`config.mk`:
```
export PLATFORM = sky130hd
export DESIGN_NAME = srcs_shared_regs
export DESIGN_NICKNAME = d
export VERILOG_FILES = /design/src/srcs_sel_decode.v /design/src/srcs_lane_flags.v /design/src/srcs_shared_regs.v
export VERILOG_INCLUDE_DIRS = /design/src
export SDC_FILE = /design/constraint.sdc
export NUM_CORES = 1
export LEC_CHECK = 0
export ABC_AREA = 1
export BUFFER_PORTS_ARGS = -buffer_cell sky130_fd_sc_hd__buf_4
export CAP_MARGIN = 5
export CORE_MARGIN = 2
export CORE_UTILIZATION = 49
export CTS_BUF_LIST = sky130_fd_sc_hd__clkbuf_2
export DETAILED_ROUTE_END_ITERATION = 6
export GPL_TIMING_DRIVEN = 1
export PLACE_DENSITY = 0.8
export SLEW_MARGIN = 20
export SYNTH_ARGS = -nofsm -noshare
export SYNTH_HDL_FRONTEND = slang
export SYNTH_SLANG_ARGS = --single-unit
```
`constraint.sdc`:
```
create_clock -name clk -period 1.5 [get_ports clk]
set_clock_uncertainty 0.2 [all_clocks]
set_input_delay 0.3 -clock clk [delete_from_list [all_inputs] [get_ports clk]]
set_output_delay 0.3 -clock clk [all_outputs]
set_load 0.02 [all_outputs]
```
`src/srcs_consts.vh`:
```
// Constants of the shared register bank and lane select
`ifndef SRCS_CONSTS_VH
`define SRCS_CONSTS_VH

// ----------------------------------------------------------------
// Register addresses
// ----------------------------------------------------------------
`define SRCS_ADDR_STRAP 8'h00
`define SRCS_ADDR_VERSION 8'h01
`define SRCS_ADDR_RSVD02 8'h02
`define SRCS_ADDR_RSVD03 8'h03
`define SRCS_ADDR_CTRL 8'h04
`define SRCS_ADDR_STAT 8'h05
`define SRCS_ADDR_RSVD06 8'h06
`define SRCS_ADDR_RSVD07 8'h07
`define SRCS_ADDR_SELECT 8'hFF

// ----------------------------------------------------------------
// Reset values
// ----------------------------------------------------------------
`define SRCS_RST_RSVD02 8'h00
`define SRCS_RST_RSVD06 8'h00
`define SRCS_RST_RSVD07 8'h05
`define SRCS_RST_CTRL_KEEP 5'h01
`define SRCS_RST_STAT_KEEP 2'h0
`define SRCS_RST_SELECT 4'h0
`define SRCS_RST_DONE 1'h1
`define SRCS_RD_INVALID 8'h00
`define SRCS_ZERO8 8'h00

// ----------------------------------------------------------------
// Field positions
// ----------------------------------------------------------------
`define SRCS_CTRL_RSVD7 7
`define SRCS_CTRL_SHRST 6
`define SRCS_CTRL_MSRST 5
`define SRCS_CTRL_FORCE 4
`define SRCS_STAT_DIS 7
`define SRCS_STAT_DONE 4
`define SRCS_SEL_BCAST 3
`define SRCS_SEL_EN 2
`define SRCS_SEL_IDX_HI 1
`define SRCS_SEL_IDX_LO 0
`define SRCS_LANES 4

`endif

```
`src/srcs_sel_decode.v`:
```
// Lane select decoder: turns the select value into write and read targets
`timescale 1ns/10ps
`include "srcs_consts.vh"

module srcs_sel_decode (
  // Select value
  input wire [3:0] sel,
  // Decoded targets
  output wire lane_bank_enable,
  output wire broadcast_write,
  output wire [1:0] lane_target_index,
  output wire [3:0] wr_mask
);

  assign lane_bank_enable = sel[`SRCS_SEL_EN];
  assign broadcast_write = sel[`SRCS_SEL_BCAST];
  assign lane_target_index = sel[`SRCS_SEL_IDX_HI:`SRCS_SEL_IDX_LO];

  // ----------------------------------------------------------------
  // Per-lane write enable
  // ----------------------------------------------------------------
  genvar i;
  generate
    for (i = 0; i < `SRCS_LANES; i = i + 1)
    begin : g_mask
      localparam [1:0] LANE = i;
      assign wr_mask[i] = lane_bank_enable &
        (broadcast_write | (lane_target_index == LANE));
    end
  endgenerate

endmodule // srcs_sel_decode

```
`src/srcs_lane_flags.v`:
```
// Sticky per-lane interrupt flags, cleared by a read of the status register
`timescale 1ns/10ps
`include "srcs_consts.vh"

module srcs_lane_flags (
  // Clock and reset
  input wire clk,
  input wire rst_n,
  // Control
  input wire soft_clr,
  input wire rd_clr,
  input wire [3:0] lane_irq,
  // Flags
  output wire [3:0] flags
);

  reg [3:0] flag_q;

  // ----------------------------------------------------------------
  // Set wins over clear
  // ----------------------------------------------------------------
  genvar i;
  generate
    for (i = 0; i < `SRCS_LANES; i = i + 1)
    begin : g_flag
      always @(posedge clk)
      begin
        if (!rst_n)
          flag_q[i] <= 1'b0;
        else if (lane_irq[i])
          flag_q[i] <= 1'b1;
        else if (soft_clr || rd_clr)
          flag_q[i] <= 1'b0;
      end
    end
  endgenerate

  assign flags = flag_q;

endmodule // srcs_lane_flags

```
`src/srcs_shared_regs.v`:
```
// Shared register bank with lane select and channel register steering
//
// Contract
// - Bit 6 of 0x04 restores shared defaults
// - Bit 5 of 0x04 resets master logic
// - Bit 4 of 0x04 forces EEPROM load
// - Bit 7 of 0x05 blocks EEPROM load
// - Bit 4 of 0x05 shows load done
// - Bits 3:0 of 0x05 flag lane interrupts
// - Broadcast plus enable writes all four lanes
// - Lane reads use select bits 1:0 only
// - Enable bit 0 sends everything to shared
// - Address 0xff write always updates select
// - Select register reads back invalid
// - Select values map shared, lane, broadcast
// - Selection persists until next 0xff write
// - Writes to read-only bits are ignored
`timescale 1ns/10ps
`include "srcs_consts.vh"

module srcs_shared_regs #(
  parameter [7:0] VERSION_ID = 8'h5A // Arbitrary value
) (
  // Clock and reset
  input wire clk,
  input wire rst_n,
  // Register access from the serial target engine
  input wire reg_wr,
  input wire reg_rd,
  input wire [7:0] reg_addr,
  input wire [7:0] reg_wdata,
  output reg [7:0] reg_rdata_q,
  output reg reg_rvalid_q,
  // Address strap
  input wire [3:0] addr_strap,
  // Channel register sets
  output reg [3:0] ch_wr_q,
  output reg ch_rd_q,
  output reg [1:0] ch_rd_lane_q,
  output reg [7:0] ch_addr_q,
  output reg [7:0] ch_wdata_q,
  input wire [7:0] ch0_rdata,
  input wire [7:0] ch1_rdata,
  input wire [7:0] ch2_rdata,
  input wire [7:0] ch3_rdata,
  // Lane interrupt events
  input wire [3:0] lane_irq,
  // EEPROM loader
  input wire eeprom_load_done,
  output reg force_config_load_q,
  output reg eeprom_load_req_q,
  output reg config_load_disable_q,
  // Soft reset pulses
  output reg shared_regs_soft_reset_q,
  output reg master_mode_soft_reset_q
);

  // ----------------------------------------------------------------
  // Storage
  // ----------------------------------------------------------------
  reg [3:0] sel_q;
  reg [3:0] strap_q;
  reg [7:0] rsvd02_q;
  reg [7:0] rsvd06_q;
  reg [7:0] rsvd07_q;
  reg [4:0] ctrl_keep_q;
  reg [1:0] stat_keep_q;
  reg done_q;
  reg rd_shared_q;
  reg [7:0] rd_addr_q;
  reg lane_bank_enable_q;

  wire lane_bank_enable;
  wire broadcast_write;
  wire [1:0] lane_target_index;
  wire [3:0] wr_mask;
  wire [3:0] flags;
  wire sel_hit;
  wire shared_wr;
  wire shared_rd;
  wire lane_rd;
  wire ctrl_wr;
  wire stat_rd;
  wire [7:0] ctrl_image;
  wire [7:0] stat_image;
  wire soft_clr;
  wire force_rise;

  // ----------------------------------------------------------------
  // Access decode
  // ----------------------------------------------------------------
  assign sel_hit = (reg_addr == `SRCS_ADDR_SELECT);
  assign shared_wr = reg_wr && !sel_hit && !lane_bank_enable;
  assign shared_rd = rd_shared_q && !lane_bank_enable_q;
  assign lane_rd = reg_rd && lane_bank_enable && !sel_hit;
  assign ctrl_wr = shared_wr && (reg_addr == `SRCS_ADDR_CTRL);
  // Flags clear at the edge that captures them, so none is lost
  assign stat_rd = shared_rd && (rd_addr_q == `SRCS_ADDR_STAT);
  assign soft_clr = shared_regs_soft_reset_q;
  assign force_rise = ctrl_wr && reg_wdata[`SRCS_CTRL_FORCE] && !force_config_load_q;

  // ----------------------------------------------------------------
  // Submodules
  // ----------------------------------------------------------------
  srcs_sel_decode u_dec (
    .sel(sel_q),
    .lane_bank_enable(lane_bank_enable),
    .broadcast_write(broadcast_write),
    .lane_target_index(lane_target_index),
    .wr_mask(wr_mask)
  );

  srcs_lane_flags u_flags (
    .clk(clk),
    .rst_n(rst_n),
    .soft_clr(soft_clr),
    .rd_clr(stat_rd),
    .lane_irq(lane_irq),
    .flags(flags)
  );

  // ----------------------------------------------------------------
  // Read images of the mixed registers
  // ----------------------------------------------------------------
  assign ctrl_image = {ctrl_keep_q[4], 2'b00, force_config_load_q,
    ctrl_keep_q[3:0]};
  assign stat_image = {config_load_disable_q, stat_keep_q, done_q,
    flags[0], flags[1], flags[2], flags[3]};

  // ----------------------------------------------------------------
  // Select register
  // ----------------------------------------------------------------
  always @(posedge clk)
  begin
    if (!rst_n)
      sel_q <= `SRCS_RST_SELECT;
    // Upper nibble is not stored
    else if (reg_wr && sel_hit)
      sel_q <= reg_wdata[3:0];
  end

  // ----------------------------------------------------------------
  // Strap sampled on every clock after reset release
  // ----------------------------------------------------------------
  always @(posedge clk)
  begin
    if (!rst_n)
      strap_q <= 4'h0;
    else
      strap_q <= addr_strap;
  end

  // ----------------------------------------------------------------
  // Self-clearing reset pulses
  // ----------------------------------------------------------------
  always @(posedge clk)
  begin
    if (!rst_n)
    begin
      shared_regs_soft_reset_q <= 1'b0;
      master_mode_soft_reset_q <= 1'b0;
    end
    else
    begin
      shared_regs_soft_reset_q <= ctrl_wr && reg_wdata[`SRCS_CTRL_SHRST];
      master_mode_soft_reset_q <= ctrl_wr && reg_wdata[`SRCS_CTRL_MSRST];
    end
  end

  // ----------------------------------------------------------------
  // Read-write shared registers
  // ----------------------------------------------------------------
  always @(posedge clk)
  begin
    if (!rst_n || soft_clr)
    begin
      rsvd02_q <= `SRCS_RST_RSVD02;
      rsvd06_q <= `SRCS_RST_RSVD06;
      rsvd07_q <= `SRCS_RST_RSVD07;
      ctrl_keep_q <= `SRCS_RST_CTRL_KEEP;
      stat_keep_q <= `SRCS_RST_STAT_KEEP;
      force_config_load_q <= 1'b0;
      config_load_disable_q <= 1'b0;
    end
    else if (shared_wr)
    begin
      case (reg_addr)
        `SRCS_ADDR_RSVD02: rsvd02_q <= reg_wdata;
        `SRCS_ADDR_RSVD06: rsvd06_q <= reg_wdata;
        `SRCS_ADDR_RSVD07: rsvd07_q <= reg_wdata;
        `SRCS_ADDR_CTRL:
        begin
          ctrl_keep_q <= {reg_wdata[`SRCS_CTRL_RSVD7], reg_wdata[3:0]};
          force_config_load_q <= reg_wdata[`SRCS_CTRL_FORCE];
        end
        `SRCS_ADDR_STAT:
        begin
          config_load_disable_q <= reg_wdata[`SRCS_STAT_DIS];
          stat_keep_q <= reg_wdata[6:5];
        end
        default:
        begin
          rsvd02_q <= rsvd02_q;
        end
      endcase
    end
  end

  // ----------------------------------------------------------------
  // EEPROM load request and done status
  // ----------------------------------------------------------------
  // Request only on a 0 to 1 change of the force bit
  always @(posedge clk)
  begin
    if (!rst_n)
      eeprom_load_req_q <= 1'b0;
    else
      eeprom_load_req_q <= force_rise && !soft_clr && !config_load_disable_q;
  end

  always @(posedge clk)
  begin
    if (!rst_n || soft_clr)
      done_q <= `SRCS_RST_DONE;
    else if (eeprom_load_done)
      done_q <= 1'b1;
    else if (eeprom_load_req_q)
      done_q <= 1'b0;
  end

  // ----------------------------------------------------------------
  // Channel steering
  // ----------------------------------------------------------------
  always @(posedge clk)
  begin
    if (!rst_n)
    begin
      ch_wr_q <= 4'h0;
      ch_rd_q <= 1'b0;
      ch_rd_lane_q <= 2'h0;
      ch_addr_q <= `SRCS_ZERO8;
      ch_wdata_q <= `SRCS_ZERO8;
    end
    else
    begin
      ch_wr_q <= (reg_wr && !sel_hit) ? wr_mask : 4'h0;
      ch_rd_q <= lane_rd;
      ch_rd_lane_q <= lane_target_index;
      ch_addr_q <= reg_addr;
      ch_wdata_q <= reg_wdata;
    end
  end

  // ----------------------------------------------------------------
  // Read pipeline
  // ----------------------------------------------------------------
  always @(posedge clk)
  begin
    if (!rst_n)
    begin
      rd_shared_q <= 1'b0;
      rd_addr_q <= `SRCS_ZERO8;
      lane_bank_enable_q <= 1'b0;
      reg_rvalid_q <= 1'b0;
      reg_rdata_q <= `SRCS_ZERO8;
    end
    else
    begin
      rd_shared_q <= reg_rd;
      rd_addr_q <= reg_addr;
      lane_bank_enable_q <= lane_bank_enable;
      reg_rvalid_q <= rd_shared_q;
      if (!rd_shared_q)
        reg_rdata_q <= reg_rdata_q;
      else if (rd_addr_q == `SRCS_ADDR_SELECT)
        reg_rdata_q <= `SRCS_RD_INVALID;
      else if (lane_bank_enable_q)
      begin
        case (ch_rd_lane_q)
          2'h0: reg_rdata_q <= ch0_rdata;
          2'h1: reg_rdata_q <= ch1_rdata;
          2'h2: reg_rdata_q <= ch2_rdata;
          default: reg_rdata_q <= ch3_rdata;
        endcase
      end
      else
      begin
        case (rd_addr_q)
          `SRCS_ADDR_STRAP: reg_rdata_q <= {strap_q, 4'h0};
          `SRCS_ADDR_VERSION: reg_rdata_q <= VERSION_ID;
          `SRCS_ADDR_RSVD02: reg_rdata_q <= rsvd02_q;
          `SRCS_ADDR_CTRL: reg_rdata_q <= ctrl_image;
          `SRCS_ADDR_STAT: reg_rdata_q <= stat_image;
          `SRCS_ADDR_RSVD06: reg_rdata_q <= rsvd06_q;
          `SRCS_ADDR_RSVD07: reg_rdata_q <= rsvd07_q;
          default: reg_rdata_q <= `SRCS_ZERO8;
        endcase
      end
    end
  end

endmodule // srcs_shared_regs

```
### After elaboration in Yosys (flattened, before gate mapping)

Index checks and enable logic that the tools add are counted.

| word-level totals | value |
|---|---|
| register bits | 83 |
| input port bits | 61 |
| word-level logic and storage cells | 98 |

| cells by class | value |
|---|---|
| eq/ne operators | 18 |
| mux-type cells | 9 |
| bitwise operators | 8 |
| reductions and logical operators | 37 |

Operators with widths:

| cell | number |
|---|---|
| $eq 8x3->1 const B | 8 |
| $pmux 8 s7 | 1 |
| $pmux 8 s3 | 1 |
| $eq 8x2->1 const B | 2 |
| $eq 8x8->1 const B | 2 |
| $mux 8 | 2 |
| $logic_and 1x1->1 | 14 |
| $reduce_and 2->1 | 6 |
| $eq 8x1->1 const B | 1 |
| $logic_not 8->1 | 1 |
| $reduce_bool 2->1 | 4 |
| $logic_not 1->1 | 7 |
| $eq 2x2->1 const B | 3 |
| $mux 1 | 5 |
| $and 1x1->1 | 4 |
| $eq 2x1->1 const B | 2 |
| $logic_not 2->1 | 2 |
| $or 1x1->1 | 4 |
| $logic_or 1x1->1 | 2 |
| $reduce_or 2->1 | 1 |

### Depth between registers and ports, before layout

| logic depth | value |
|---|---|
| word-level depth | 9 |
| depth in mapped cells | 12 |
| depth with buffers taken out | 11 |

### Cells and area by module

A second synthesis with hierarchy kept.

| unflattened totals | value |
|---|---|
| cell total of the unflattened synthesis | 523 |
| area total of the unflattened synthesis | 3709.8 um^2 |

Modules (own cells, without submodules):

| module | times used | cells each | area each (um^2) |
|---|---|---|---|
| srcs_shared_regs | 1 | 488 | 3487.1 |
| srcs_lane_flags | 1 | 18 | 140.1 |
| srcs_sel_decode | 1 | 17 | 82.6 |

### Least setup slack after synthesis

Ideal clock, no wire load.

| timing | value |
|---|---|
| path type | register to register |
| start | reg rd_addr_q[2] |
| end | reg u_flags.flag_q[0], in the netlist u_flags.flags[0] |
| library setup time | 115 ps |
| data arrival time | 1330 ps |
| slack | -145 ps |
| stages on the path, launching flop included | 7 |
| path buffers | 0 |
| clock period less this slack | 1645 ps |
| cells stage by stage | dfxtp_1 nand2_1 nor2_1 nand2_1 o21bai_1 nor2_1 o21a_1 |

| between the ends | value |
|---|---|
| word-level cells in the longest chain between the ends | 4 |

Ends and longest elaborated chain:

| item | line | source |
|---|---|---|
| start, declared | srcs_shared_regs.v:70 | `reg [7:0] rd_addr_q;` |
| start signal, assigned | srcs_shared_regs.v:262 | `` rd_addr_q <= `SRCS_ZERO8; `` |
| start signal, assigned | srcs_shared_regs.v:270 | `rd_addr_q <= reg_addr;` |
| $eq 8x3->1 | n/a |  |
| $logic_and 1x1->1 | srcs_shared_regs.v:98 | `` assign stat_rd = shared_rd && (rd_addr_q == `SRCS_ADDR_STAT); `` |
| $logic_or 1x1->1 | srcs_lane_flags.v:32 | `else if (soft_clr \|\| rd_clr)` |
| $reduce_bool 2->1 (no line) | n/a |  |
| end signal, assigned by index | srcs_lane_flags.v:29 | `flag_q[i] <= 1'b0;` |
| end signal, assigned by index | srcs_lane_flags.v:31 | `flag_q[i] <= 1'b1;` |
| end signal, assigned by index | srcs_lane_flags.v:33 | `flag_q[i] <= 1'b0;` |
| end, declared | srcs_lane_flags.v:17 | `reg [3:0] flag_q;` |

No other way between the ends.
A chain may end at the register's enable or synchronous reset.

### Worst setup path in the final report

| timing | value |
|---|---|
| start | reg rd_addr_q[1] |
| end | reg reg_rdata_q[2] |

| between the ends | value |
|---|---|
| word-level cells in the longest chain between the ends | 4 |

Ends and longest elaborated chain:

| item | line | source |
|---|---|---|
| $eq 8x3->1 (tied with other cells) | srcs_shared_regs.v:288 | `case (rd_addr_q)` |
| $pmux 8 s7 | srcs_shared_regs.v:288 |  |
| $mux 8 | srcs_shared_regs.v:277 | `else if (lane_bank_enable_q)` |
| $mux 8 (*) | srcs_shared_regs.v:275 | `` else if (rd_addr_q == `SRCS_ADDR_SELECT) `` |
| end signal, assigned | srcs_shared_regs.v:274 | `reg_rdata_q <= reg_rdata_q;` |
| end signal, assigned | srcs_shared_regs.v:276 | `` reg_rdata_q <= `SRCS_RD_INVALID; `` |
| end signal, assigned | srcs_shared_regs.v:289 | `` `SRCS_ADDR_STRAP: reg_rdata_q <= {strap_q, 4'h0}; `` |
| end, declared | srcs_shared_regs.v:32 | `output reg [7:0] reg_rdata_q,` |

Mark *: on every way between the ends. The rest lies on a longest branch, timed or not.

==> results.yml <==
timing:
  worst_pin_slew_ns: 0.3589
  finalSetupViolCount: 55
  period_needed_ns: 1.831
  slew_viol_final: 0
  fin_crit_sh: 1.221
  fmax_mhz: 546.1
  timing.final.hold_violations: 1
  setup_slack_ns: -0.3311
  rsz0062_at_grt: "yes"
  hold_ws_ns: -0.01346
  relSlewSlack: 0.7607
  fin_tns_setup_ns: -7.737
critical_path:
  r2r_cells: 9
  cp_data_arrival_time_ns: 2.16
  worst_path_largest_cell_delay_ns: 0.45
  critPathRequiredTime_ns: 1.82
  endpoint: "reg_rdata_q[2]"
  r2r-end: "reg_rdata_q[2]"
  start_kind: "register"
  timing.rr.start: "rd_addr_q[1]"
  crit_chain: "buf_4 -> nor3_4 -> buf_6 -> nand3_1 -> o21ai_1 -> nor2_1 -> nand3_1 -> nand2_1 -> a21oi_1"
  regToRegSetupSlack_ns: -0.33
  slowest_stage: "dfxtp_4"
  crit_start: "rd_addr_q[1]"
  endpoint_kind: "register"
  crit_type: "register to register"
  crit_fanout: 6
  critPathMostFrequentCell: "nand3_1"
pwr:
  internal_power_mw: 2.897
  clkPwrFrac: 0.275
  p_total_mw: 4.196
  p_comb_frac: 0.180
  power_leakage_nw: 2.820
  swShare: 0.3095
  ir_worst_vdd_mv: 0.7810
  p_sw_mw: 1.299
  powerDensity_nw_per_um2: 714.2
  seqPwrFrac: 0.545
floorplanning:
  row_count: 31
  start_util: 0.4967
  fp.dieArea_um2: 7930
  io_pins: 98
  die_h_um: 89.05
  core_area_um2: 7137
  die_w_um: 89.05
layout:
  fin_area_um2: 5876
  fin_nets: 771
  fillers: 401
  diodes: 0
  syn_to_final_growth_pct: 65.76
  drive_gt1_frac: 0.4014
logic_synthesis:
  synth_fp_nets: 567
  yosys-top-cells-count: "nand2_1 (115), dfxtp_1 (83), inv_1 (72)"
  avgSynthCellArea_um2: 7.005
  seq_area_frac_synth: 0.4688
  synthCells: 506
  synth_area_leader_cell: "dfxtp_1"
  ys_ff_latch: 83
  synth.most_common_cell: "nand2_1"
  synthTopCellsByArea: "dfxtp_1 (47%), nand2_1 (12%), inv_1 (7.6%)"
  mappedNetlistArea_um2: 3545
  synth.top_cell.area_share: 0.4688
  synthArstFlopShare: 0
  yosys_warnings: 0
  yosysUniqueCellTypes: 27
  synth-edff-count: 0
  synth_ff_type: "dfxtp_1"
detailed_routing:
  antenna_left: 0
  drtIter0Drc: 670
  drcViolationCount: 41
  top_layer: "met4"
  drt-total-wl_um: 14780
  via_per_inst: 5.732
  dr_total_vias: 4666
  dr.pass1.iters: 7
  wl_met3_um: 1530
  wl_met1_um: 5022
  post_drt_wl_per_cell_um: 18.15
  met2_length_um: 7131
clock_network:
  cts_buffers: 9
  h-tree-depth: 3
  cts_tree: "built"
  cts_buffer_depth: 2
  cts-root-buf: "clkbuf_2"
  cts.sinks: 83
  clk_pin_slew_ns: 0.29
  clk_latency_ns: 0.60
placed_design:
  hpwl_um: 7714
  place_area_um2: 4693
  gp_congestion: 0.9112
  io_buffers: 97
job:
  maxCapViolations: 0
grt:
  grt_max_degree: 33
  grt_pass1_wl_um: 18620
  grt_pass1_vias: 4031
  gr-total-overflow: 0
  antenna_found_initial: 0
  grtUsageTotal: 0.3108
min_path:
  hold_path.class: "input pin to register"
status:
  outcome: "finished, violations left"
  violations: "DRC, hold timing, setup timing"
==> cells in the final DEF (no fill, tap or decap), types with 5 or more instances in the layout <==
| cell type | Yosys | layout |
|---|---|---|
| o21ai_1 | 3 | 13 |
| nand2_2 | 2 | 12 |
| nor2_2 | 2 | 6 |
| buf_6 | 1 | 54 |
| nor2_1 | 63 | 52 |
| inv_1 | 72 | 65 |
| o21ai_0 | 38 | 25 |
| inv_2 | 5 | 8 |
| o21ai_2 | 3 | 6 |
| dlygate4sd3_1 | 0 | 37 |
| buf_4 | 1 | 107 |
| nand4_1 | 11 | 11 |
| clkbuf_2 | 0 | 9 |
| a21oi_2 | 0 | 5 |
| nand3_2 | 1 | 6 |
| nand3_1 | 29 | 22 |
| nor2_4 | 2 | 9 |
| dfxtp_2 | 0 | 35 |
| a21oi_1 | 51 | 46 |
| nand2_1 | 115 | 101 |
| dfxtp_1 | 83 | 45 |
==> cell type report <==
class                      instances  area (µm²)  area share
sequential                        83        1717      0.2922
clock inverter                     7       57.56    0.009796
multi-input combinational        335        1760      0.2996
clock buffer                       9       45.04    0.007666
inverter                          77       301.5     0.05132
timing repair inverter             1       6.256    0.001065
tap                               99       123.9     0.02108
timing repair buffer             203        1864      0.3173
==> power groups by stage <==
stage	combinational [mW]	sequential (mW)	clock, mW
after detailed placement	0.500	2.32	0
after CTS	0.650	2.28	1.10
after global placement	0.487	2.32	0
after floorplan	0.166	2.35	0
final	0.754	2.29	1.16
after global routing	0.794	2.29	1.23
==> per-layer routing <==
| metal | up-vias | global-route usage |
|---|---|---|
| met2 | 387 | 0.5224 |
| met5 | - | 0 |
| met1 | 2119 | 0.3780 |
| li1 | 2020 | - |
| met3 | 140 | 0.06187 |
| met4 | 0 | 0.1601 |
==> state kept, by name (all words and copies together), names as in the netlist, 2 cells and up <==
name / cells
ch_rd_lane_q: 2
ch_wdata_q: 8
ch_wr_q: 4
ctrl_keep_q: 5
rd_addr_q: 8
reg_rdata_q: 8
rsvd02_q: 8
rsvd06_q: 8
rsvd07_q: 8
sel_q: 4
stat_keep_q: 2
strap_q: 4
u_flags.flags: 4
==> worst min path at each step <==
| stage | from | to | slack [ns] | cells after the start |
|---|---|---|---|---|
| 2_1_floorplan | reg_addr[0] | rd_addr_q[0] | 0.19 | 2 |
| 3_3_place_gp | eeprom_load_req_q | done_q | 0.22 | 1 |
| 3_5_place_dp | stat_keep_q[0] | stat_keep_q[0] | 0.25 | 2 |
| 4_1_cts | reg_addr[3] | ctrl_keep_q[0] | -0.03 | 6 |
| 5_1_grt | reg_addr[2] | rsvd02_q[3] | 0.03 | 5 |
| 6_report | reg_addr[2] | rsvd02_q[3] | -0.01 | 5 |
==> what timing repair did <==
action	CTS	global route
hold buffers	38	1
buffers inserted	12	13
cloned	0	1
gates resized for setup	113	63
pin swaps	12	15
hold endpoints to repair	82	27
setup endpoints to repair	54	77
==> per-stage QoR <==
step,util,worst slack (ns),cells
final,0.8233,-0.3311,814
after global routing,0.8233,-0.4179,814
after CTS,0.7847,-0.2548,801
after detailed placement,0.6576,-0.2984,735
after global placement,0.6576,-0.1834,735
after floorplan,-,-0.001425,506
==> kinds of logic after synthesis <==
logic type,Yosys count,share of synthesized area
DFF,83,0.4688
AOI/OAI and AO/OA,101,0.1500
buffers and inverters,88,0.09919
and+or+nand+nor,234,0.2820
==> critical path: cells and delay by family, from the launching register on <==
family | cells | cell delay (ns)
compound gates | 2 | 0.27
flops | 1 | 0.45
buf+inv | 2 | 0.31
simple gates | 5 | 0.50
Power figures use the tool's default switching activity.
